$ cat config.mk
export PLATFORM = sky130hd
export DESIGN_NAME = serial_flash_spi_front_end
export DESIGN_NICKNAME = d
export VERILOG_FILES = /design/src/serial_flash_pkg.sv /design/src/serial_flash_spi_front_end.sv /design/src/sync_2ff.sv /design/src/spi_pause_ctrl.sv
export VERILOG_INCLUDE_DIRS = /design/src
export SDC_FILE = /design/constraint.sdc
export NUM_CORES = 1
export LEC_CHECK = 0
export BUFFER_PORTS_ARGS = -buffer_cell sky130_fd_sc_hd__clkbuf_2
export CORE_MARGIN = 1.5
export CORE_UTILIZATION = 54
export CTS_CLUSTER_DIAMETER = 60
export DETAILED_ROUTE_END_ITERATION = 6
export GPL_ROUTABILITY_DRIVEN = 0
export PLACE_DENSITY = 0.84
export SYNTH_ARGS = -nofsm -noshare
export SYNTH_HDL_FRONTEND = slang
export SYNTH_HIERARCHICAL = 1
export SYNTH_SLANG_ARGS = --single-unit
$ cat constraint.sdc
create_clock -name clock_in -period 5 [get_ports clock_in]
set_clock_uncertainty 0.1 [all_clocks]
set_input_delay 1 -clock clock_in [delete_from_list [all_inputs] [get_ports clock_in]]
set_output_delay 1 -clock clock_in [all_outputs]
set_load 0.005 [all_outputs]
$ cat src/serial_flash_map.svh
// Constants for the serial flash front end: opcodes, status bits, timing.
// Assumes inclusion by bare name from the front-end design module.
`ifndef SERIAL_FLASH_MAP_SVH
`define SERIAL_FLASH_MAP_SVH
// ----------------------------------------
// Opcodes
// ----------------------------------------
`define OP_WR_EN 8'h06
`define OP_WR_DIS 8'h04
`define OP_RD_STAT 8'h05
`define OP_WR_STAT 8'h01
`define OP_READ 8'h03
`define OP_FAST 8'h0B
`define OP_DUAL_OUT 8'h3B
`define OP_DUAL_IO 8'hBB
`define OP_PROG 8'h02
`define OP_ERASE_4K 8'h20
`define OP_ERASE_32K 8'h52
`define OP_ERASE_64K 8'hD8
`define OP_ERASE_ALL 8'hC7
`define OP_ERASE_ALL2 8'h60
`define OP_SLEEP 8'hB9
`define OP_WAKE 8'hAB
// ----------------------------------------
// Status bit positions and reset value
// ----------------------------------------
`define ST_BUSY 0
`define ST_WPL 1
`define ST_RG_LO 2
`define ST_RG_HI 3
`define ST_DIR 5
`define ST_LOCK 7
`define STATUS_RST 8'h00
// Address bit that splits the array in halves
`define HALF_ADDR_BIT 16
// ----------------------------------------
// Frame lengths in serial clocks
// ----------------------------------------
`define LEN_OPC 6'h08
`define LEN_STAT 6'h10
`define LEN_ADDR 6'h20
`define LEN_PROG 6'h28
`define PRE_READ 6'h20
`define PRE_FAST 6'h28
`define PRE_DUAL_IO 6'h18
`define CNT_MAX 6'h3F
// ----------------------------------------
// Timing
// ----------------------------------------
`define CLK_PERIOD_NS 10
`define PUW_TIME_US 10
`define BUSY_TIME_US 50
`endif

$ cat src/serial_flash_pkg.sv
// Types shared by the serial flash front end.
// Assumes the constants header is on the include path.
package serial_flash_pkg;
    // ----------------------------------------
    // Types
    // ----------------------------------------
    // Frame state, Gray coded along idle-opcode-body
    typedef enum logic [1:0] {
        FR_IDLE = 2'b00,
        FR_OPC = 2'b01,
        FR_BODY = 2'b11,
        FR_DROP = 2'b10
    } frame_state_t;
    typedef logic [7:0] byte_t;
    typedef logic [23:0] addr_t;
endpackage

$ cat src/serial_flash_spi_front_end.sv
// Serial front end of a small serial flash: command framing,
// single and two-line data, pause, and write protection.
// Assumes link pins are asynchronous and oversampled by clock_in.
`timescale 1ns/1ps
`include "serial_flash_map.svh"
module serial_flash_spi_front_end #(
    parameter int PUW_CYCLES = `PUW_TIME_US * 1000 / `CLK_PERIOD_NS,
    parameter int BUSY_CYCLES = `BUSY_TIME_US * 1000 / `CLK_PERIOD_NS
) (
    // Clock and reset
    input wire logic clock_in,
    input wire logic sys_rst_in,
    // Link pins
    input wire logic sclk_in,
    input wire logic cs_n_in,
    input wire logic pause_n_in,
    input wire logic write_guard_n_in,
    input wire logic line_a_in,
    output logic line_a_out,
    output logic line_a_oe_out,
    input wire logic line_b_in,
    output logic line_b_out,
    output logic line_b_oe_out,
    // Array side
    output serial_flash_pkg::byte_t cmd_code_out,
    output logic cmd_start_out,
    output serial_flash_pkg::addr_t addr_out,
    output serial_flash_pkg::byte_t rx_byte_out,
    output logic rx_valid_out,
    input wire serial_flash_pkg::byte_t tx_byte_in,
    output logic tx_req_out,
    output logic op_start_out,
    output serial_flash_pkg::byte_t status_out
);
    import serial_flash_pkg::*;
    localparam int PW = $clog2(PUW_CYCLES + 1);
    localparam int BW = $clog2(BUSY_CYCLES + 1);
    // ----------------------------------------
    // Decode functions
    // ----------------------------------------
    // Instructions that alter the array or status
    function automatic logic is_wr(input byte_t op);
        return op inside {`OP_WR_EN, `OP_WR_STAT, `OP_PROG, `OP_ERASE_4K,
            `OP_ERASE_32K, `OP_ERASE_64K, `OP_ERASE_ALL, `OP_ERASE_ALL2};
    endfunction
    // Instructions that shift data out
    function automatic logic is_tx(input byte_t op);
        return op inside {`OP_RD_STAT, `OP_READ, `OP_FAST, `OP_DUAL_OUT,
            `OP_DUAL_IO};
    endfunction
    function automatic logic is_dual(input byte_t op);
        return op == `OP_DUAL_OUT || op == `OP_DUAL_IO;
    endfunction
    // Clocks before the first output bit
    function automatic logic [5:0] pre_len(input byte_t op);
        case (op)
            `OP_RD_STAT: return `LEN_OPC;
            `OP_READ: return `PRE_READ;
            `OP_DUAL_IO: return `PRE_DUAL_IO;
            default: return `PRE_FAST;
        endcase
    endfunction
    // Gate applied when the opcode arrives
    function automatic logic accept_op(input byte_t op, input logic pd,
            input logic busy, input logic puw, input logic wpl, input logic lk);
        logic known;
        known = is_wr(op) || is_tx(op) || op inside {`OP_WR_DIS, `OP_SLEEP,
            `OP_WAKE};
        if (pd) begin
            return op == `OP_WAKE;
        end
        if (busy) begin
            return op == `OP_RD_STAT;
        end
        if (is_wr(op) && puw) begin
            return 1'b0;
        end
        if (is_wr(op) && op != `OP_WR_EN && !wpl) begin
            return 1'b0;
        end
        if (op == `OP_WR_STAT && lk) begin
            return 1'b0;
        end
        return known;
    endfunction
    // Completion legal at select rise
    function automatic logic len_ok(input byte_t op, input logic [5:0] n,
            input logic [2:0] bib);
        case (op)
            `OP_WR_EN, `OP_WR_DIS, `OP_SLEEP: return n == `LEN_OPC;
            `OP_ERASE_ALL, `OP_ERASE_ALL2: return n == `LEN_OPC;
            `OP_WR_STAT: return n == `LEN_STAT;
            `OP_ERASE_4K, `OP_ERASE_32K, `OP_ERASE_64K: return n == `LEN_ADDR;
            `OP_PROG: return n >= `LEN_PROG && bib == 3'h0;
            `OP_WAKE: return n >= `LEN_OPC;
            default: return 1'b0;
        endcase
    endfunction
    // Region guard lookup
    function automatic logic guarded(input addr_t a, input logic [1:0] rg,
            input logic dir);
        if (rg[1]) begin
            return 1'b1;
        end
        if (rg[0]) begin
            return dir ? ~a[`HALF_ADDR_BIT] : a[`HALF_ADDR_BIT];
        end
        return 1'b0;
    endfunction
    // ----------------------------------------
    // Pin synchronisers and edges
    // ----------------------------------------
    logic sclk_s, cs_n_s, pause_n_s, wg_n_s, a_s, b_s;
    logic sclk_d_r; // Previous serial clock
    logic cs_d_r; // Previous select
    logic paused; // Pause in force
    // Select resets low so held-low select gives no edge
    sync_2ff #(.W(6), .RST(6'h0F)) u_sync (
        .clock_in(clock_in),
        .sys_rst_in(sys_rst_in),
        .async_in({sclk_in, cs_n_in, pause_n_in, write_guard_n_in,
            line_a_in, line_b_in}),
        .sync_out({sclk_s, cs_n_s, pause_n_s, wg_n_s, a_s, b_s})
    );
    spi_pause_ctrl u_pause (
        .clock_in(clock_in),
        .sys_rst_in(sys_rst_in),
        .selected_in(~cs_n_s),
        .sclk_in(sclk_s),
        .pause_n_in(pause_n_s),
        .paused_out(paused)
    );
    // Edge history
    always_ff @(posedge clock_in or posedge sys_rst_in) begin
        if (sys_rst_in) begin
            sclk_d_r <= 1'b0;
            cs_d_r <= 1'b0;
        end else begin
            sclk_d_r <= sclk_s;
            cs_d_r <= cs_n_s;
        end
    end
    // ----------------------------------------
    // Frame state
    // ----------------------------------------
    frame_state_t st_r, st_nxt; // Frame state
    byte_t op_r; // Last received opcode, accepted or not
    logic [5:0] rcnt_r; // Rising edges, saturating
    logic [2:0] bib_r; // Bit within byte
    logic [31:0] in_sr_r, in_nxt; // Input shifter
    logic wpl_r, busy, pd_r, lock_r, dir_r; // Status state
    logic [1:0] rg_r; // Region guard
    logic [PW-1:0] puw_cnt_r; // Write lockout after reset
    logic [BW-1:0] busy_cnt_r; // Internal operation timer
    addr_t addr_r;
    logic cs_fall, cs_rise, run, run_rise, run_fall, opc_rise, dual_in;
    logic locked, accept, done, wr_done, guard_hit, st_commit, exec_start;
    assign cs_fall = ~cs_n_s & cs_d_r;
    assign cs_rise = cs_n_s & ~cs_d_r;
    assign run = (st_r == FR_OPC || st_r == FR_BODY) && !paused && !cs_n_s;
    assign run_rise = run & sclk_s & ~sclk_d_r;
    assign run_fall = run & ~sclk_s & sclk_d_r;
    assign opc_rise = run_rise && st_r == FR_OPC && rcnt_r == `LEN_OPC - 6'h01;
    assign dual_in = st_r == FR_BODY && op_r == `OP_DUAL_IO &&
        rcnt_r < `PRE_DUAL_IO;
    // Two bits per clock in the two-line address phase
    assign in_nxt = dual_in ? {in_sr_r[29:0], b_s, a_s} : {in_sr_r[30:0], a_s};
    assign locked = lock_r & ~wg_n_s;
    assign accept = accept_op(in_nxt[7:0], pd_r, busy, |puw_cnt_r, wpl_r,
        locked);
    assign done = cs_rise && st_r == FR_BODY && len_ok(op_r, rcnt_r, bib_r);
    assign wr_done = done && is_wr(op_r) && op_r != `OP_WR_EN;
    assign guard_hit = (op_r == `OP_ERASE_ALL || op_r == `OP_ERASE_ALL2) ?
        |rg_r : guarded(addr_r, rg_r, dir_r);
    assign st_commit = wr_done && op_r == `OP_WR_STAT && !locked;
    assign exec_start = wr_done && (op_r == `OP_WR_STAT ? !locked : !guard_hit);
    assign busy = |busy_cnt_r;
    // Next frame state; select high always returns to idle
    always_comb begin
        st_nxt = st_r;
        case (st_r)
            FR_IDLE: begin
                if (cs_fall) begin
                    st_nxt = FR_OPC;
                end
            end
            FR_OPC: begin
                if (opc_rise) begin
                    st_nxt = accept ? FR_BODY : FR_DROP;
                end
            end
            FR_BODY, FR_DROP: st_nxt = st_r;
            default: st_nxt = FR_IDLE;
        endcase
        if (cs_n_s) begin
            st_nxt = FR_IDLE;
        end
    end
    // Frame state register; paused frames simply hold
    always_ff @(posedge clock_in or posedge sys_rst_in) begin
        if (sys_rst_in) begin
            st_r <= FR_IDLE;
        end else begin
            st_r <= st_nxt;
        end
    end
    // Edge counters
    always_ff @(posedge clock_in or posedge sys_rst_in) begin
        if (sys_rst_in) begin
            rcnt_r <= 6'h00;
            bib_r <= 3'h0;
        end else if (cs_fall) begin
            rcnt_r <= 6'h00;
            bib_r <= 3'h0;
        end else if (run_rise) begin
            rcnt_r <= (rcnt_r == `CNT_MAX) ? rcnt_r : rcnt_r + 6'h01;
            bib_r <= bib_r + 3'h1;
        end
    end
    // Input shifter, opcode and address capture
    always_ff @(posedge clock_in or posedge sys_rst_in) begin
        if (sys_rst_in) begin
            in_sr_r <= 32'h0000_0000;
            op_r <= 8'h00;
            addr_r <= 24'h00_0000;
        end else if (run_rise) begin
            in_sr_r <= in_nxt;
            if (opc_rise) begin
                op_r <= in_nxt[7:0];
            end
            if (dual_in && rcnt_r == `PRE_DUAL_IO - 6'h01) begin
                addr_r <= in_nxt[31:8];
            end else if (op_r != `OP_DUAL_IO && rcnt_r == `LEN_ADDR - 6'h01) begin
                // Two-line address is taken in its own phase only
                addr_r <= in_nxt[23:0];
            end
        end
    end
    // ----------------------------------------
    // Array side strobes
    // ----------------------------------------
    logic rx_take;
    assign rx_take = run_rise && st_r == FR_BODY && !dual_in && bib_r == 3'h7;
    always_ff @(posedge clock_in or posedge sys_rst_in) begin
        if (sys_rst_in) begin
            cmd_code_out <= 8'h00;
            cmd_start_out <= 1'b0;
            rx_byte_out <= 8'h00;
            rx_valid_out <= 1'b0;
            op_start_out <= 1'b0;
        end else begin
            cmd_start_out <= opc_rise & accept;
            rx_valid_out <= rx_take;
            op_start_out <= exec_start;
            if (opc_rise & accept) begin
                cmd_code_out <= in_nxt[7:0];
            end
            if (rx_take) begin
                rx_byte_out <= in_nxt[7:0];
            end
        end
    end
    assign addr_out = addr_r;
    // ----------------------------------------
    // Status register
    // ----------------------------------------
    // Reserved bits S6 and S4 fixed at zero
    assign status_out = {lock_r, 1'b0, dir_r, 1'b0, rg_r, wpl_r, busy};
    // Write permit latch
    always_ff @(posedge clock_in or posedge sys_rst_in) begin
        if (sys_rst_in) begin
            wpl_r <= 1'(`STATUS_RST >> `ST_WPL);
        end else if (done && op_r == `OP_WR_EN) begin
            wpl_r <= 1'b1;
        end else if ((done && op_r == `OP_WR_DIS) || wr_done) begin
            wpl_r <= 1'b0;
        end
    end
    // Guard bits; held here from reset as factory default
    always_ff @(posedge clock_in or posedge sys_rst_in) begin
        if (sys_rst_in) begin
            lock_r <= 1'b0;
            dir_r <= 1'b0;
            rg_r <= 2'h0;
        end else if (st_commit) begin
            lock_r <= rx_byte_out[`ST_LOCK];
            dir_r <= rx_byte_out[`ST_DIR];
            rg_r <= rx_byte_out[`ST_RG_HI:`ST_RG_LO];
        end
    end
    // Sleep state
    always_ff @(posedge clock_in or posedge sys_rst_in) begin
        if (sys_rst_in) begin
            pd_r <= 1'b0;
        end else if (done && op_r == `OP_SLEEP) begin
            pd_r <= 1'b1;
        end else if (done && op_r == `OP_WAKE) begin
            pd_r <= 1'b0;
        end
    end
    // Power-up lockout and busy timers
    always_ff @(posedge clock_in or posedge sys_rst_in) begin
        if (sys_rst_in) begin
            puw_cnt_r <= PW'(PUW_CYCLES);
            busy_cnt_r <= '0;
        end else begin
            if (|puw_cnt_r) begin
                puw_cnt_r <= puw_cnt_r - PW'(1);
            end
            if (exec_start) begin
                busy_cnt_r <= BW'(BUSY_CYCLES);
            end else if (busy) begin
                busy_cnt_r <= busy_cnt_r - BW'(1);
            end
        end
    end
    // ----------------------------------------
    // Output shifter
    // ----------------------------------------
    byte_t out_sr_r, tx_src;
    logic [2:0] ocnt_r; // Clocks left in byte
    logic tx_on_r, tx_fall, tx_load, dual_out;
    assign dual_out = is_dual(op_r);
    assign tx_fall = run_fall && st_r == FR_BODY && is_tx(op_r) &&
        rcnt_r >= pre_len(op_r);
    assign tx_load = tx_fall && ocnt_r == 3'h0;
    assign tx_src = (op_r == `OP_RD_STAT) ? status_out : tx_byte_in;
    // Shift on falling serial clock
    always_ff @(posedge clock_in or posedge sys_rst_in) begin
        if (sys_rst_in) begin
            out_sr_r <= 8'h00;
            ocnt_r <= 3'h0;
            line_a_out <= 1'b0;
            line_b_out <= 1'b0;
        end else if (cs_fall) begin
            ocnt_r <= 3'h0;
        end else if (tx_load) begin
            out_sr_r <= dual_out ? {tx_src[5:0], 2'h0} : {tx_src[6:0], 1'h0};
            ocnt_r <= dual_out ? 3'h3 : 3'h7;
            line_b_out <= tx_src[7];
            line_a_out <= tx_src[6];
        end else if (tx_fall) begin
            out_sr_r <= dual_out ? {out_sr_r[5:0], 2'h0} : {out_sr_r[6:0], 1'h0};
            ocnt_r <= ocnt_r - 3'h1;
            line_b_out <= out_sr_r[7];
            line_a_out <= out_sr_r[6];
        end
    end
    // Output phase flag and byte request
    always_ff @(posedge clock_in or posedge sys_rst_in) begin
        if (sys_rst_in) begin
            tx_on_r <= 1'b0;
            tx_req_out <= 1'b0;
        end else begin
            tx_req_out <= tx_load && op_r != `OP_RD_STAT;
            if (cs_fall) begin
                tx_on_r <= 1'b0;
            end else if (tx_fall) begin
                tx_on_r <= 1'b1;
            end
        end
    end
    // Enables; released when deselected or paused
    assign line_b_oe_out = tx_on_r && st_r == FR_BODY && !paused && !cs_n_s;
    assign line_a_oe_out = line_b_oe_out && dual_out;
endmodule

$ cat src/sync_2ff.sv
// Two-stage synchroniser for a bundle of asynchronous levels.
// Assumes each bit is an independent level; reset value is a constant.
`timescale 1ns/1ps
module sync_2ff #(
    parameter int W = 1,
    parameter logic [W-1:0] RST = '0
) (
    // Clock and reset
    input wire logic clock_in,
    input wire logic sys_rst_in,
    // Levels
    input wire logic [W-1:0] async_in,
    output logic [W-1:0] sync_out
);
    // ----------------------------------------
    // Stages
    // ----------------------------------------
    logic [W-1:0] meta_r; // First stage, read only by the second
    // Two flops in series
    always_ff @(posedge clock_in or posedge sys_rst_in) begin
        if (sys_rst_in) begin
            meta_r <= RST;
            sync_out <= RST;
        end else begin
            meta_r <= async_in;
            sync_out <= meta_r;
        end
    end
endmodule

$ cat src/spi_pause_ctrl.sv
// Pause tracker for the serial front end.
// Assumes synchronised select, serial clock and pause levels.
`timescale 1ns/1ps
module spi_pause_ctrl (
    // Clock and reset
    input wire logic clock_in,
    input wire logic sys_rst_in,
    // Synchronised link levels
    input wire logic selected_in,
    input wire logic sclk_in,
    input wire logic pause_n_in,
    // Pause state
    output logic paused_out
);
    // ----------------------------------------
    // Pause state
    // ----------------------------------------
    // Follows pause only while the serial clock is low and selected, clears when deselected;
    // with the clock high it waits for the next falling edge
    always_ff @(posedge clock_in or posedge sys_rst_in) begin
        if (sys_rst_in) begin
            paused_out <= 1'b0;
        end else if (!selected_in) begin
            paused_out <= 1'b0;
        end else if (!sclk_in) begin
            paused_out <= ~pause_n_in;
        end
    end
endmodule

==> results.md, run 1 <==
- The flow ran to the end, and the final reports show no timing, DRC or antenna violations.
- STA puts the critical path data required time at between 5 and 6 ns.
- The maximum root-to-sink buffer count is 2.
- The TritonCTS buffer count is 17.
- The post-route clock period utilization is 85.2%.
- The leakage dissipation is about 4.1 nW.
- Summing over every cut layer, the via total after detailed routing is just over 6k.
- The largest incremental delay on the critical path is about 0.58 ns.
- Port buffering added slightly below 70 buffers.
- The total wire length after detailed routing is 17.2 mm.
- The switching share of power is between 20% and 30%.
- The arrival time of data at the critical path endpoint is 4.46 ns.
- STA classifies the critical path startpoint as a flip-flop.
- The global-route wire length before repair is roughly 29 mm.
- Among all stages on the critical path, the largest delay is contributed by sky130_fd_sc_hd__or4_4.
- The die covers roughly 0.015 mm2.
- The number of placed I/O pins is a little over 70.
- The initial antenna violation count is 0.
- The number of different library cells in the post-synthesis netlist is 80.
- The cell-internal power is 0.00209 W.
- Derived from the worst setup path, the maximum achievable clock frequency is roughly 230 MHz.
- The standard cell area after detailed placement is 0.00812 mm2.
- After detailed routing, the average wire length per cell comes to 16.4 um.
- The fraction of the yosys area taken by sequential cells is between 40% and 50%.
- By instance count, the leading cell after synthesis is sky130_fd_sc_hd__dfrtp_1.
- The number of nets at the end of the flow is 886.
- The placed cell count is approximately 1.0k.
- The area growth from synthesis to layout is 13.0%.
- After clock tree synthesis, the clock-pin slew on the worst setup and hold paths is 0.07 ns.
- The post-route non-filler standard cell count is 1051.
- 0 antenna diodes ended up in the layout.
- The synthesis-stage register bit count is 150.
- The all-layer global routing usage is about a quarter.
- In this run the cell area of the synthesized design comes to between 0.007 and 0.008 mm2.
- The die is 123 um wide.
- The remaining design rule violation count is 0.
- The start of the worst register-to-register path is op_r[7].
- The HPWL reported at the end of detailed placement is around 11 mm.
- For this block, the initial DRC count from the detailed router was 460.
- Using the TritonRoute via totals, the vias-per-cell ratio works out to between 5 and 6.
- Hold is met by 0.245 ns.
- The worst pin sits at a relative slew slack of a little under a third.
- The tree built by TritonCTS fans out to 150 sinks.
- The number of setup violations in the final report is 0.
- The die is 123 um tall.
- Post-CTS repair changed the size of 0 cells.
- For this run the aggregate overflow at the end of global routing stands at 0.
- In the post-synthesis netlist, the biggest area contributors are sky130_fd_sc_hd__dfrtp_1, sky130_fd_sc_hd__o21ai_0, sky130_fd_sc_hd__nand2_1.
- The most critical setup path has its endpoint at out_sr_r[3].
- The capturing element type of the critical path is a flip-flop.
- Of the total power, combinational logic draws under 10%.
- Counting I/O delays and the setup requirement, the final critical path takes roughly 4.3 ns.
- The count of max-cap constraint violations is 0.
- In this run the worst path has a maximum fanout of 11.
- The clock network fraction of design power is roughly 50%.
- The most critical setup path has its startpoint at op_r[7].
- At the pin with the least slew margin, the transition time is 1.03 ns.
- In the final timing run, aggregate negative setup slack is 0 ns.
- The instance count of the mapped netlist is around 820.
- The fraction of power consumed by sequential logic is 45.6%.
- The length in cells of the worst reg-to-reg path is 11.
- The leading register cell type out of synthesis is sky130_fd_sc_hd__dfrtp_1.
- The critical path is of the reg -> reg type.
- The first TritonRoute pass finished after 5 iterations.
- Overall power consumption after layout is estimated at 0.00278 W.
- For this run, asynchronously set or reset flops after synthesis account for 100%.
- The number of enable flip-flop cells after synthesis is 0.
- With fillers left out, the area of the finished cells amounts to 0.00875 mm2.
- The critical path goes through or4_4 -> nor3_2 -> nand3_1 -> ha_1 -> or4b_2 -> a21boi_0 -> o21ai_0 -> a221oi_4 -> nand2_2 -> mux4_2 -> mux2_2.
- Setup repair after global routing left no endpoint under its margin.
- The fraction of post-synthesis cell area in the top cell type by area is about 44%.
- The CTS tree is done.
- The via count of the first global-routing pass was ~5.8k.
- Sorting the synthesized cells by how often they occur yields sky130_fd_sc_hd__dfrtp_1, sky130_fd_sc_hd__nand2_1, sky130_fd_sc_hd__o21ai_0, sky130_fd_sc_hd__nor2_1, sky130_fd_sc_hd__clkbuf_1.
- The number of levels the H-tree was split into is 4.
- The net switching power is a little under 0.0007 W.
- The detail route stage leaves a number of antenna-violating nets equal to 0.
- The cell depth of the worst min-delay path is 0.
- The pin count of the biggest net entering global routing is roughly 110.
- The max-slew violation count is 0.
- The cell type with the largest total area after synthesis is sky130_fd_sc_hd__dfrtp_1.
- The clock latency of the later-clocked register in the worst-skew pair is roughly 0.43 ns.
- The count of endpoints failing hold in the final timing report came to 0.
- The floorplan has 43 rows.
- The worst-case IR drop observed on VDD is 0.235 mV.
- Power spread over the standard cell area amounts to 318 mW/mm2.
- In this run the standard cell core region covers approximately 0.014 mm2.
- The number of buffers added for setup after CTS is 0.
- The number of buffers inserted by hold repair at cts is 0.
- For this configuration, the core starts out at a cell density of between 50% and 60%.
- The layout cell share with drive strength beyond 1 is a little under a fifth.
- In this run the worst hold path is classified as reg -> reg.
- The setup check on the worst reg-to-reg path leaves a slack of around 0.74 ns.
- The tree is rooted in a sky130_fd_sc_hd__clkbuf_16.
- During synthesis, Yosys emitted a total of 6 warnings.
- The critical register-to-register path endpoint is out_sr_r[3].
- A synthesized cell averages approximately 9.4 um2.
-- cell families (layout without fill, tap and decap cells) --
group	after synthesis	count (layout)	synth area share, %
and+or+nand+nor	307	307	19.3
adders and majority gates	12	12	1.94
buffers and inverters	95	141	5.20
AOI/OAI and AO/OA	175	175	13.6
muxes	61	61	8.66
other	1	2	0.0484
DFF	150	150	48.7
xor gates and xnor gates	23	23	2.60
-- metrics by stage --
| step | util [%] | setup slack, ns |
|---|---|---|
| floorplan | - | 0.242 |
| global placement | 58.3 | 0.891 |
| detailed placement | 58.3 | 0.781 |
| CTS | 62.8 | 0.742 |
| global route | 62.8 | 0.509 |
| finish | 62.8 | 0.740 |
-- power groups by stage --
stage,registers (W),logic [W],clock network (W)
4_1_cts,0.00127,0.000146,0.00139
5_1_grt,0.00127,0.000163,0.00144
3_5_place_dp,0.00129,0.000145,0
6_report,0.00127,0.000144,0.00137
3_3_place_gp,0.00129,0.000141,0
2_1_floorplan,0.00126,0.000134,0
-- registers in the layout, indices dropped and copies added (netlist names), 2 cells and up --
| signal | count |
|---|---|
| cmd_code_out | 8 |
| rcnt_r | 6 |
| rg_r | 2 |
| u_sync/sync_out | 6 |
| st_r | 2 |
| op_r | 8 |
| u_sync/meta_r | 6 |
| ocnt_r | 3 |
| addr_out | 24 |
| bib_r | 3 |
| in_sr_r | 30 |
| out_sr_r | 7 |
| puw_cnt_r | 10 |
| rx_byte_out | 8 |
| busy_cnt_r | 13 |
-- worst min path at each step --
stage / startpoint / endpoint / slack [ns]
after global placement: u_sync/meta_r[4] / u_sync/sync_out[4] / 0.24
after global routing: u_sync/meta_r[3] / u_sync/sync_out[3] / 0.25
after detailed placement: u_sync/meta_r[2] / u_sync/sync_out[2] / 0.25
final: u_sync/meta_r[3] / u_sync/sync_out[3] / 0.25
after CTS: u_sync/meta_r[3] / u_sync/sync_out[3] / 0.25
after floorplan: u_sync/meta_r[4] / u_sync/sync_out[4] / 0.23
-- cell type report --
type,instances,area [um2]
inverters,31,121
repair buffers,78,413
flip-flops and latches,150,3770
well taps,180,225
multi-input cells,580,3590
fillers,1087,5180
clock buffers,17,425
clock inverters,15,208
-- cell usage in the layout, fill, tap and decap left out, types with 15 or more instances in the layout --
| cell type | count |
|---|---|
| sky130_fd_sc_hd__nor2_1 | 70 |
| sky130_fd_sc_hd__o21ai_0 | 101 |
| sky130_fd_sc_hd__inv_1 | 30 |
| sky130_fd_sc_hd__clkbuf_2 | 69 |
| sky130_fd_sc_hd__mux2i_1 | 43 |
| sky130_fd_sc_hd__nand3_1 | 22 |
| sky130_fd_sc_hd__nand2_1 | 123 |
| sky130_fd_sc_hd__xnor2_1 | 15 |
| sky130_fd_sc_hd__dfrtp_1 | 136 |
| sky130_fd_sc_hd__a21oi_1 | 27 |
| sky130_fd_sc_hd__clkbuf_16 | 17 |
-- metal layers --
metal  up-vias  part of all wire, %  GRT usage, %
li1       2919                    -             -
met1      2993                   45          34.0
met2       257                   47          37.9
met3        34                  6.3          4.79
met4         0                  2.4          9.74
met5         -                    0             0
-- critical path, delay by kind of cell, from the launching register on --
kind / cells / cell delay, ns
and+or+nand+nor: 5 / 1.81
DFF: 1 / 0.46
muxes: 2 / 0.59
AOI/OAI and AO/OA: 3 / 0.86
adders and majority gates: 1 / 0.29
No activity file was read; power rests on OpenSTA's default activity.
==> run 2, diff against run 1 <==
--- a/config.mk
+++ b/config.mk
@@ -6,10 +6,12 @@
 export SDC_FILE = /design/constraint.sdc
 export NUM_CORES = 1
 export LEC_CHECK = 0
+export ABC_AREA = 1
 export BUFFER_PORTS_ARGS = -buffer_cell sky130_fd_sc_hd__clkbuf_2
 export CORE_MARGIN = 1.5
 export CORE_UTILIZATION = 54
 export CTS_CLUSTER_DIAMETER = 60
+export CTS_CLUSTER_SIZE = 40
 export DETAILED_ROUTE_END_ITERATION = 6
 export GPL_ROUTABILITY_DRIVEN = 0
 export PLACE_DENSITY = 0.84
==> run 2 against run 1 <==
The run now ends with design-rule violations left. Sequential cell count unchanged. Largest power group unchanged. Sequential share of layout area fell by 0.71 points. Combinational power increased by 120%. Non-clock buffer count shrank 2. Utilization rose by 0.80 points. Setup slack gained 0.59 ns. Die area increased by 0.97%. Total power up 3.8%. Highest routed layer unchanged. Clock-buffer cell count up 3. Hold slack gained 0.0077 ns.
==> results.md, run 2 <==
- The number of nets with antenna violations after routing is 0 (unchanged).
- The number of warnings printed during yosys synthesis is 6 (unchanged).
- The maximum root-to-sink buffer count is 2 (unchanged).
- The total wire length after detailed routing is 19.0 mm (was 17.2 mm).
- The final routed wire length divided by cell count is 15.1 um (was 16.4 um).
- The transition time at the pin with the least slew margin is 1.08 ns (was 1.03 ns).
- The leakage dissipation is 4.46 nW (was 4.15 nW).
- The detail-routed via count per cell is 5.64 (was 5.90).
- The clock-pin slew on the worst setup and hold paths is 0.07 ns (about the same).
- The register-to-register setup slack came to 1.44 ns (was 0.74 ns).
- The largest incremental delay on the critical path came to 0.75 ns (was 0.58 ns).
- The all-layer global routing usage is 26.3% (was 24.5%).
- The number of levels the H-tree was split into came to 4 (unchanged).
- The via count of the first global-routing pass is 6492 (was 5751).
- The starting utilization of the core area is 55.9% (was 55.6%).
- The tightest hold margin was 0.253 ns (was 0.245 ns).
- The number of enable flip-flop cells after synthesis is 0 (unchanged).
- The overall die area is 0.0152 mm2 (was 0.0151 mm2).
- The flip-flop count of the largest register, all copies and words added was 30 (unchanged).
- The fraction of the yosys area taken by sequential cells came to 48.2% (was 48.7%).
- The x dimension of the die is 123 um (about the same).
- The placed cell count is 1223 (was 1019).
- The synthesis-stage register bit count is 150 (unchanged).
- The fraction of synthesis flops using an asynchronous set or reset pin is 100% (unchanged).
- The total number of vias came to 7072 (was 6203).
- The number of gates resized after cts is 0 (unchanged).
- The post-route non-filler standard cell count is 1255 (was 1051).
- Status: complete, but fails checks (was completed).
- The remaining design rule violation count came to 5 (was 0).
- The area of the mapped netlist is 0.00783 mm2 (was 0.00775 mm2).
- The global-route wire length before repair is 31.0 mm (was 28.7 mm).
- Top cells by area in the synthesized netlist: sky130_fd_sc_hd__dfrtp_1, sky130_fd_sc_hd__nand2_1, sky130_fd_sc_hd__o21ai_0 (was sky130_fd_sc_hd__dfrtp_1, sky130_fd_sc_hd__o21ai_0, sky130_fd_sc_hd__nand2_1).
- The leading register cell type out of synthesis is sky130_fd_sc_hd__dfrtp_1 (unchanged).
- The post-route core utilization is 63.6% (was 62.8%).
- The classification of the worst-slack hold path is reg -> reg (unchanged).
- The met3 capacity usage during global routing is 5.67% (was 4.79%).
- The required time of the worst setup path was 3.90 ns (was 5.20 ns).
- The total number of placement rows is 43 (unchanged).
- The clock latency of the later-clocked register in the worst-skew pair was 0.43 ns (about the same).
- The instance count of the mapped netlist is 999 (was 824).
- The layer with the highest usage after global routing is met2 (unchanged).
- The number of nets at the end of the flow is 1090 (was 886).
- The cell class contributing the biggest share of worst-path delay is simple AND/OR/NAND/NOR gates (unchanged).
- The routing usage on met2 is 41.3% (was 37.9%).
- The worst ir drop on vdd is 0.244 mV (was 0.235 mV).
- The maximum operating frequency is 273 MHz (was 235 MHz).
- The standard cell with the maximum stage delay on the critical path is sky130_fd_sc_hd__nor3_1 (was sky130_fd_sc_hd__or4_4).
- The number of port buffers is 69 (unchanged).
- The final global-route overflow total is 0 (unchanged).
- The most common cell after layout, fill and taps aside was sky130_fd_sc_hd__nand2_1 (was sky130_fd_sc_hd__dfrtp_1).
- The power per standard cell area was 324 mW/mm2 (was 318 mW/mm2).
- The count of inserted antenna diode cells is 0 (unchanged).
- The TritonCTS buffer count is 17 (unchanged).
- The maximum fanout along the worst path is 8 (was 11).
- The number of buffers added for setup after CTS is 0 (unchanged).
- The standard cell core area came to 0.0140 mm2 (was 0.0139 mm2).
- The top register by number of flip-flops is in_sr_r (unchanged).
- Cell types with the highest counts after synthesis: sky130_fd_sc_hd__nand2_1, sky130_fd_sc_hd__dfrtp_1, sky130_fd_sc_hd__inv_1, sky130_fd_sc_hd__o21ai_0, sky130_fd_sc_hd__nor2_1 (was sky130_fd_sc_hd__dfrtp_1, sky130_fd_sc_hd__nand2_1, sky130_fd_sc_hd__o21ai_0, sky130_fd_sc_hd__nor2_1, sky130_fd_sc_hd__clkbuf_1).
- The cell type with the largest total area after synthesis is sky130_fd_sc_hd__dfrtp_1 (unchanged).
- The number of setup violations in the final report is 0 (unchanged).
- The total power is 0.00289 W (was 0.00278 W).
- The fraction of post-synthesis cell area in the top cell type by area is 43.5% (was 43.9%).
- The cell chosen for the clock root was sky130_fd_sc_hd__clkbuf_16 (unchanged).
- The per-instance average area after synthesis is 7.83 um2 (was 9.40 um2).
- The startpoint kind of the worst setup timing path is a flip-flop (unchanged).
- The HPWL reported at the end of detailed placement was 13.4 mm (was 11.4 mm).
- The critical setup path kind is reg -> out (was reg -> reg).
- The height of the chip was 123 um (about the same).
- The count of max-cap constraint violations is 0 (unchanged).
- The final critical-path required period is 3.67 ns (was 4.26 ns).
- The layout cell share with drive strength beyond 1 is 15.3% (was 18.8%).
- Series of cell instances along the critical path: nand2_2 -> clkinv_1 -> nand2_2 -> nor3_1 -> inv_1 -> nor2_1 -> clkbuf_2 (was or4_4 -> nor3_2 -> nand3_1 -> ha_1 -> or4b_2 -> a21boi_0 -> o21ai_0 -> a221oi_4 -> nand2_2 -> mux4_2 -> mux2_2).
- The initial antenna violation count is 0 (unchanged).
- The max-slew violation count came to 0 (unchanged).
- The post-route clock period utilization came to 73.4% (was 85.2%).
- The most common cell in the netlist is sky130_fd_sc_hd__nand2_1 (was sky130_fd_sc_hd__dfrtp_1).
- The number of fill cells is 1166 (was 1087).
- The sink count of the clock tree is 150 (unchanged).
- The number of DRC markers in iteration 0 is 893 (was 460).
- The number of placed I/O pins came to 72 (unchanged).
- The worst-case headroom to the max-slew limit is 27.4% (was 31.1%).
- The number of search-and-repair iterations in the first detailed-routing pass is 7 (was 5).
- The number of different library cells in the post-synthesis netlist is 49 (was 80).
- The checks that failed: design-rule violations.
- The area added between synthesis and finish is 13.7% (was 13.0%).
- The global routing met1 resource utilization is 35.6% (was 34.0%).
- The CTS tree is done (unchanged).
- The arrival time of data at the critical path endpoint is 2.57 ns (was 4.46 ns).
- The capturing element type of the critical path is an output pin (was flip-flop).
- The final total negative setup slack came to 0 ns (unchanged).
- The combined buffer and inverter count along the critical path is 3 (was 0).
- RSZ-0062 raised after global routing: no (unchanged).
- The most frequent cell on the critical path is sky130_fd_sc_hd__nand2_2.
- The number of buffers inserted by hold repair at cts is 0 (unchanged).
- Leading cell types in the layout, fill and taps excluded: sky130_fd_sc_hd__nand2_1, sky130_fd_sc_hd__dfrtp_1, sky130_fd_sc_hd__inv_1 (was sky130_fd_sc_hd__dfrtp_1, sky130_fd_sc_hd__nand2_1, sky130_fd_sc_hd__o21ai_0).
- The count of endpoints failing hold in the final timing report is 0 (unchanged).
- The pin count of the biggest net entering global routing is 68 (was 112).
## run 2: cell types whose count changed after synthesis, sizes merged, moves of 9 or more
cell	before	now
nand3	22	56
inv	31	123
a21oi	27	50
nor2	71	112
nand2b	9	0
nand2	124	250
o21ai	101	117
mux2i	43	2
nor2b	9	0
clkbuf	47	19
mux2	15	0
## run 2: worst register-to-register path, delay by kind of cell (launching register included)
family | cells | cell delay, ns
buffers and inverters | 1 | 0.40
AND/OR/NAND/NOR | 20 | 2.51
flip-flops | 1 | 0.43
## run 2: stage by stage
| step | setup slack, ns | cell area (um2) |
|---|---|---|
| 6_report | 1.33 | 8900 |
| 3_3_place_gp | 1.67 | 8300 |
| 5_1_grt | 1.14 | 8900 |
| 3_5_place_dp | 1.55 | 8300 |
| 2_1_floorplan | 0.242 | 7830 |
| 4_1_cts | 1.43 | 8900 |
## run 2: power by group
group          switching, W  internal (W)  total (W)
Sequential        0.0000292       0.00125    0.00128
Clock              0.000524      0.000768    0.00129
Combinational      0.000230     0.0000897   0.000319
## run 2: path summary, 6_finish.rpt
kind / start / endpoint / cells after the start
min: u_sync/meta_r[2] / u_sync/sync_out[2] / 0
max reg2reg: rcnt_r[4] / cmd_code_out[5] / 21
min in group asynchronous: sys_rst_in / u_pause/paused_out / 2
min reg2reg: u_sync/meta_r[2] / u_sync/sync_out[2] / 0
max: op_r[1] / line_a_oe_out / 7
max in group asynchronous: sys_rst_in / out_sr_r[7] / 3
## run 2: layout make-up
class / instances / area (um2) / area share (%)
multi-input cells: 690 / 3430 / 38.5
flip-flops and latches: 150 / 3770 / 42.4
repair buffers: 76 / 398 / 4.47
clock buffers: 20 / 457 / 5.13
clock inverters: 12 / 140 / 1.57
inverters: 127 / 482 / 5.41
well taps: 180 / 225 / 2.53
## run 2: logic make-up (layout without fill, tap and decap cells)
logic type / after synthesis / after routing / synth area share, %
buffers and inverters: 160 / 235 / 8.27
AO/OA/AOI/OAI: 196 / 196 / 13.5
multiplexers: 2 / 2 / 0.256
AND/OR/NAND/NOR: 461 / 461 / 25.9
adder cells (fa/ha/maj): 12 / 12 / 1.92
XOR/XNOR: 17 / 17 / 1.90
other: 1 / 2 / 0.0479
flip-flops: 150 / 150 / 48.2
## run 2: per-layer routing
metal  share of wire, %  routed length [um]
met1                 43                8140
met2                 47                8820
met3                7.9                1500
met4                2.7                 503
met5                  0                   0
==> run 3, diff against run 2 <==
--- a/config.mk
+++ b/config.mk
@@ -9,12 +9,12 @@
 export ABC_AREA = 1
 export BUFFER_PORTS_ARGS = -buffer_cell sky130_fd_sc_hd__clkbuf_2
 export CORE_MARGIN = 1.5
-export CORE_UTILIZATION = 54
+export CORE_UTILIZATION = 60
 export CTS_CLUSTER_DIAMETER = 60
 export CTS_CLUSTER_SIZE = 40
 export DETAILED_ROUTE_END_ITERATION = 6
 export GPL_ROUTABILITY_DRIVEN = 0
-export PLACE_DENSITY = 0.84
+export PLACE_DENSITY = 0.88
 export SYNTH_ARGS = -nofsm -noshare
 export SYNTH_HDL_FRONTEND = slang
 export SYNTH_HIERARCHICAL = 1
==> constraint.sdc (replaced) <==
create_clock -name clock_in -period 3.6 [get_ports clock_in]
set_clock_uncertainty 0.1 [all_clocks]
set_input_delay 0.72 -clock clock_in [delete_from_list [all_inputs] [get_ports clock_in]]
set_output_delay 0.72 -clock clock_in [all_outputs]
set_load 0.005 [all_outputs]
==> run 3 against run 2 <==
The run now ends clean. Via count decreased by 0.38%. Cell count decreased by 0.24%. Combinational power increased by 43%. Sequential share of layout area decreased by 0.17 points. Total power increased by 39%. Critical path depth increased by 11. Sequential cell count unchanged. Die area decreased by 9.8%. Non-clock buffer count increased by 5. Hold slack got worse by 0.19 ns. Global-route usage increased by 2.9 points. Critical path type is now reg -> reg.
==> results.md, run 3 (synthesized netlist as in run 2, its figures left out) <==
- The starting utilization of the core area is 61.8% (was 55.9%).
- The total length of routed met3 wires is 1.43 mm (was 1.50 mm).
- The total wire length after detailed routing is 18.6 mm (was 19.0 mm).
- The number of levels the H-tree was split into is 4 (unchanged).
- The global-route wire length before repair is 30.5 mm (was 31.0 mm).
- The cell chosen for the clock root is sky130_fd_sc_hd__clkbuf_16 (unchanged).
- The clock network fraction of design power came to 44.5% (was 44.7%).
- The final global-route overflow total was 0 (unchanged).
- The number of nets with antenna violations after routing is 0 (unchanged).
- The clock latency of the later-clocked register in the worst-skew pair is 0.44 ns (was 0.43 ns).
- The via count of the first global-routing pass is 6425 (was 6492).
- The maximum operating frequency is between 300 and 400 MHz.
- The maximum fanout along the worst path is 14 (was 8).
- The layout cell share with drive strength beyond 1 is 15.6% (was 15.3%).
- The detailed-route wire length on metal 1 is 7.93 mm (was 8.14 mm).
- The final critical-path required period is ~3.1 ns.
- The critical setup path kind is reg -> reg (was reg -> out).
- The number of buffers added for setup after CTS is 0 (unchanged).
- The required time of the worst setup path is 3.88 ns (was 3.90 ns).
- The transition time at the pin with the least slew margin was 0.730 ns (was 1.08 ns).
- The number of DRC markers in iteration 0 is 929 (was 893).
- The post-route clock period utilization is 85.7%.
- The post-placement worst setup slack is 0.535 ns (was 1.55 ns).
- The number of nets at the end of the flow was 1095 (was 1090).
- The arrival time of data at the critical path endpoint is 3.37 ns (was 2.57 ns).
- The TritonCTS buffer count is 17 (unchanged).
- The worst-case headroom to the max-slew limit is 51.0% (was 27.4%).
- The maximum root-to-sink buffer count was 2 (unchanged).
- The total number of placement rows is 41 (was 43).
- The total number of vias came to 7045 (was 7072).
- The count of max-cap constraint violations is 0 (unchanged).
- The all-layer global routing usage is 29.1% (was 26.3%).
- The height of the chip is 117 um (was 123 um).
- The sink count of the clock tree is 150 (unchanged).
- The number of search-and-repair iterations in the first detailed-routing pass was 6 (was 7).
- The most common cell after layout, fill and taps aside is sky130_fd_sc_hd__nand2_1 (unchanged).
- The x dimension of the die is 117 um (was 123 um).
- Status: completed (was complete, but fails checks).
- Leading cell types in the layout, fill and taps excluded: sky130_fd_sc_hd__nand2_1, sky130_fd_sc_hd__dfrtp_1, sky130_fd_sc_hd__inv_1 (unchanged).
- The startpoint kind of the worst setup timing path is a flip-flop (unchanged).
- The classification of the worst-slack hold path was in -> async (was reg -> reg).
- The topmost layer with routed signal wires is met4 (unchanged).
- The max-slew violation count is 0 (unchanged).
- The CTS tree is done (unchanged).
- The capturing element type of the critical path is a flip-flop (was output pin).
- The detail-routed via count per cell is 5.63 (was 5.64).
- The remaining design rule violation count is 0 (was 5).
- The standard cell core area is 0.0127 mm2 (was 0.0140 mm2).
- The fraction of power consumed by sequential logic is 44.1% (was 44.2%).
- The area added between synthesis and finish is 14.2% (was 13.7%).
- The final total negative setup slack is 0 ns (unchanged).
- The count of inserted antenna diode cells is 0 (unchanged).
- The total length of routed met2 wires is 8.67 mm (was 8.82 mm).
- The number of port buffers is 69 (unchanged).
- The initial antenna violation count was 0 (unchanged).
- The net switching power is 0.00108 W (was 0.000782 W).
- The final routed wire length divided by cell count is 14.9 um (was 15.1 um).
- The HPWL reported at the end of detailed placement is 13.0 mm (was 13.4 mm).
- The flip-flop count of the largest register, all copies and words added is 30 (unchanged).
- The number of gates resized after cts is 0 (unchanged).
- RSZ-0062 raised after global routing: no (unchanged).
- The clock-pin slew on the worst setup and hold paths is 0.06 ns (was 0.07 ns).
- The setup slack after layout was 0.514 ns (was 1.33 ns).
- The power per standard cell area was 450 mW/mm2 (was 324 mW/mm2).
- The portion of total power attributed to combinational logic came to 11.4% (was 11.1%).
- The number of placed I/O pins is 72 (unchanged).
- The number of setup violations in the final report is 0 (unchanged).
- The worst ir drop on vdd is 0.454 mV (was 0.244 mV).
- The count of endpoints failing hold in the final timing report came to 0 (unchanged).
- The leakage dissipation is 4.50 nW (was 4.46 nW).
- The switching share of power is 26.8% (was 27.1%).
- The overall die area came to 0.0137 mm2 (was 0.0152 mm2).
- The pin count of the biggest net entering global routing was 83 (was 68).
- The top register by number of flip-flops is in_sr_r (unchanged).
- The cell-internal power is 0.00294 W (was 0.00210 W).
- The number of buffers inserted by hold repair at cts is 0 (unchanged).
==> run 3: changes by cell type in the layout (fill, tap and decap cells not counted) <==
cell	delta
sky130_fd_sc_hd__buf_12	+1
sky130_fd_sc_hd__buf_4	+4
sky130_fd_sc_hd__clkbuf_1	+1
sky130_fd_sc_hd__clkbuf_8	+1
sky130_fd_sc_hd__clkinv_2	+2
sky130_fd_sc_hd__clkinvlp_4	-2
sky130_fd_sc_hd__inv_6	-2
==> run 3: layout make-up <==
| type | count | area (um2) |
|---|---|---|
| clock buffers | 22 | 474 |
| multi-input cells | 690 | 3430 |
| inverters | 127 | 480 |
| clock inverters | 10 | 119 |
| fillers | 1010 | 3740 |
| well taps | 172 | 215 |
| repair buffers | 81 | 448 |
| flip-flops and latches | 150 | 3770 |
==> run 3: metal layers <==
layer,GRT usage [%],vias to the layer above
met4,13.0,0
met3,7.00,55
met1,37.9,3287
met5,0,-
li1,-,3373
met2,46.6,330
==> run 3: path summary, 6_finish.rpt <==
path,cells after the start,endpoint,slack [ns],start
max,18,out_sr_r[5],0.51,op_r[7]
min,2,u_pause/paused_out,0.06,sys_rst_in
max reg2reg,18,out_sr_r[5],0.51,op_r[7]
min reg2reg,0,u_sync/sync_out[1],0.26,u_sync/meta_r[1]
max in group asynchronous,3,cmd_code_out[5],2.46,sys_rst_in
min in group clock_in,0,u_sync/sync_out[1],0.26,u_sync/meta_r[1]
==> run 3: per-stage QoR <==
step	instances	hold slack [ns]	util (%)	instance area [um2]	total power [W]
global route	1252	0.0655	70.5	8930	0.00415
global placement	1220	0.234	65.8	8340	0.00223
detailed placement	1220	0.242	65.8	8340	0.00224
finish	1252	0.0626	70.5	8930	0.00402
CTS	1252	0.0506	70.5	8930	0.00403
floorplan	1000	0.231	-	7830	0.00212
==> run 3: power groups by stage <==
| stage | sequential (W) | clock [W] | combinational [W] |
|---|---|---|---|
| 6_report | 0.00177 | 0.00179 | 0.000457 |
| 5_1_grt | 0.00178 | 0.00187 | 0.000507 |
| 4_1_cts | 0.00177 | 0.00181 | 0.000452 |
| 3_5_place_dp | 0.00180 | 0 | 0.000444 |
| 3_3_place_gp | 0.00180 | 0 | 0.000428 |
| 2_1_floorplan | 0.00179 | 0 | 0.000335 |
==> run 3: critical path, stage by stage (launching register included) <==
cell	delay (ns)
sky130_fd_sc_hd__dfrtp_1	0.43
sky130_fd_sc_hd__nor2_1	0.19
sky130_fd_sc_hd__inv_1	0.06
sky130_fd_sc_hd__nor2_1	0.18
sky130_fd_sc_hd__inv_1	0.10
sky130_fd_sc_hd__nor2_1	0.12
sky130_fd_sc_hd__nand2_1	0.09
sky130_fd_sc_hd__ha_1	0.28
sky130_fd_sc_hd__nand3_1	0.07
sky130_fd_sc_hd__nand2_1	0.07
sky130_fd_sc_hd__a21oi_1	0.05
sky130_fd_sc_hd__o21bai_1	0.16
sky130_fd_sc_hd__inv_1	0.07
sky130_fd_sc_hd__nor2_2	0.14
sky130_fd_sc_hd__nand2_1	0.27
sky130_fd_sc_hd__nor2_1	0.22
sky130_fd_sc_hd__a22oi_1	0.11
sky130_fd_sc_hd__o21ai_0	0.19
sky130_fd_sc_hd__o21a_1	0.14
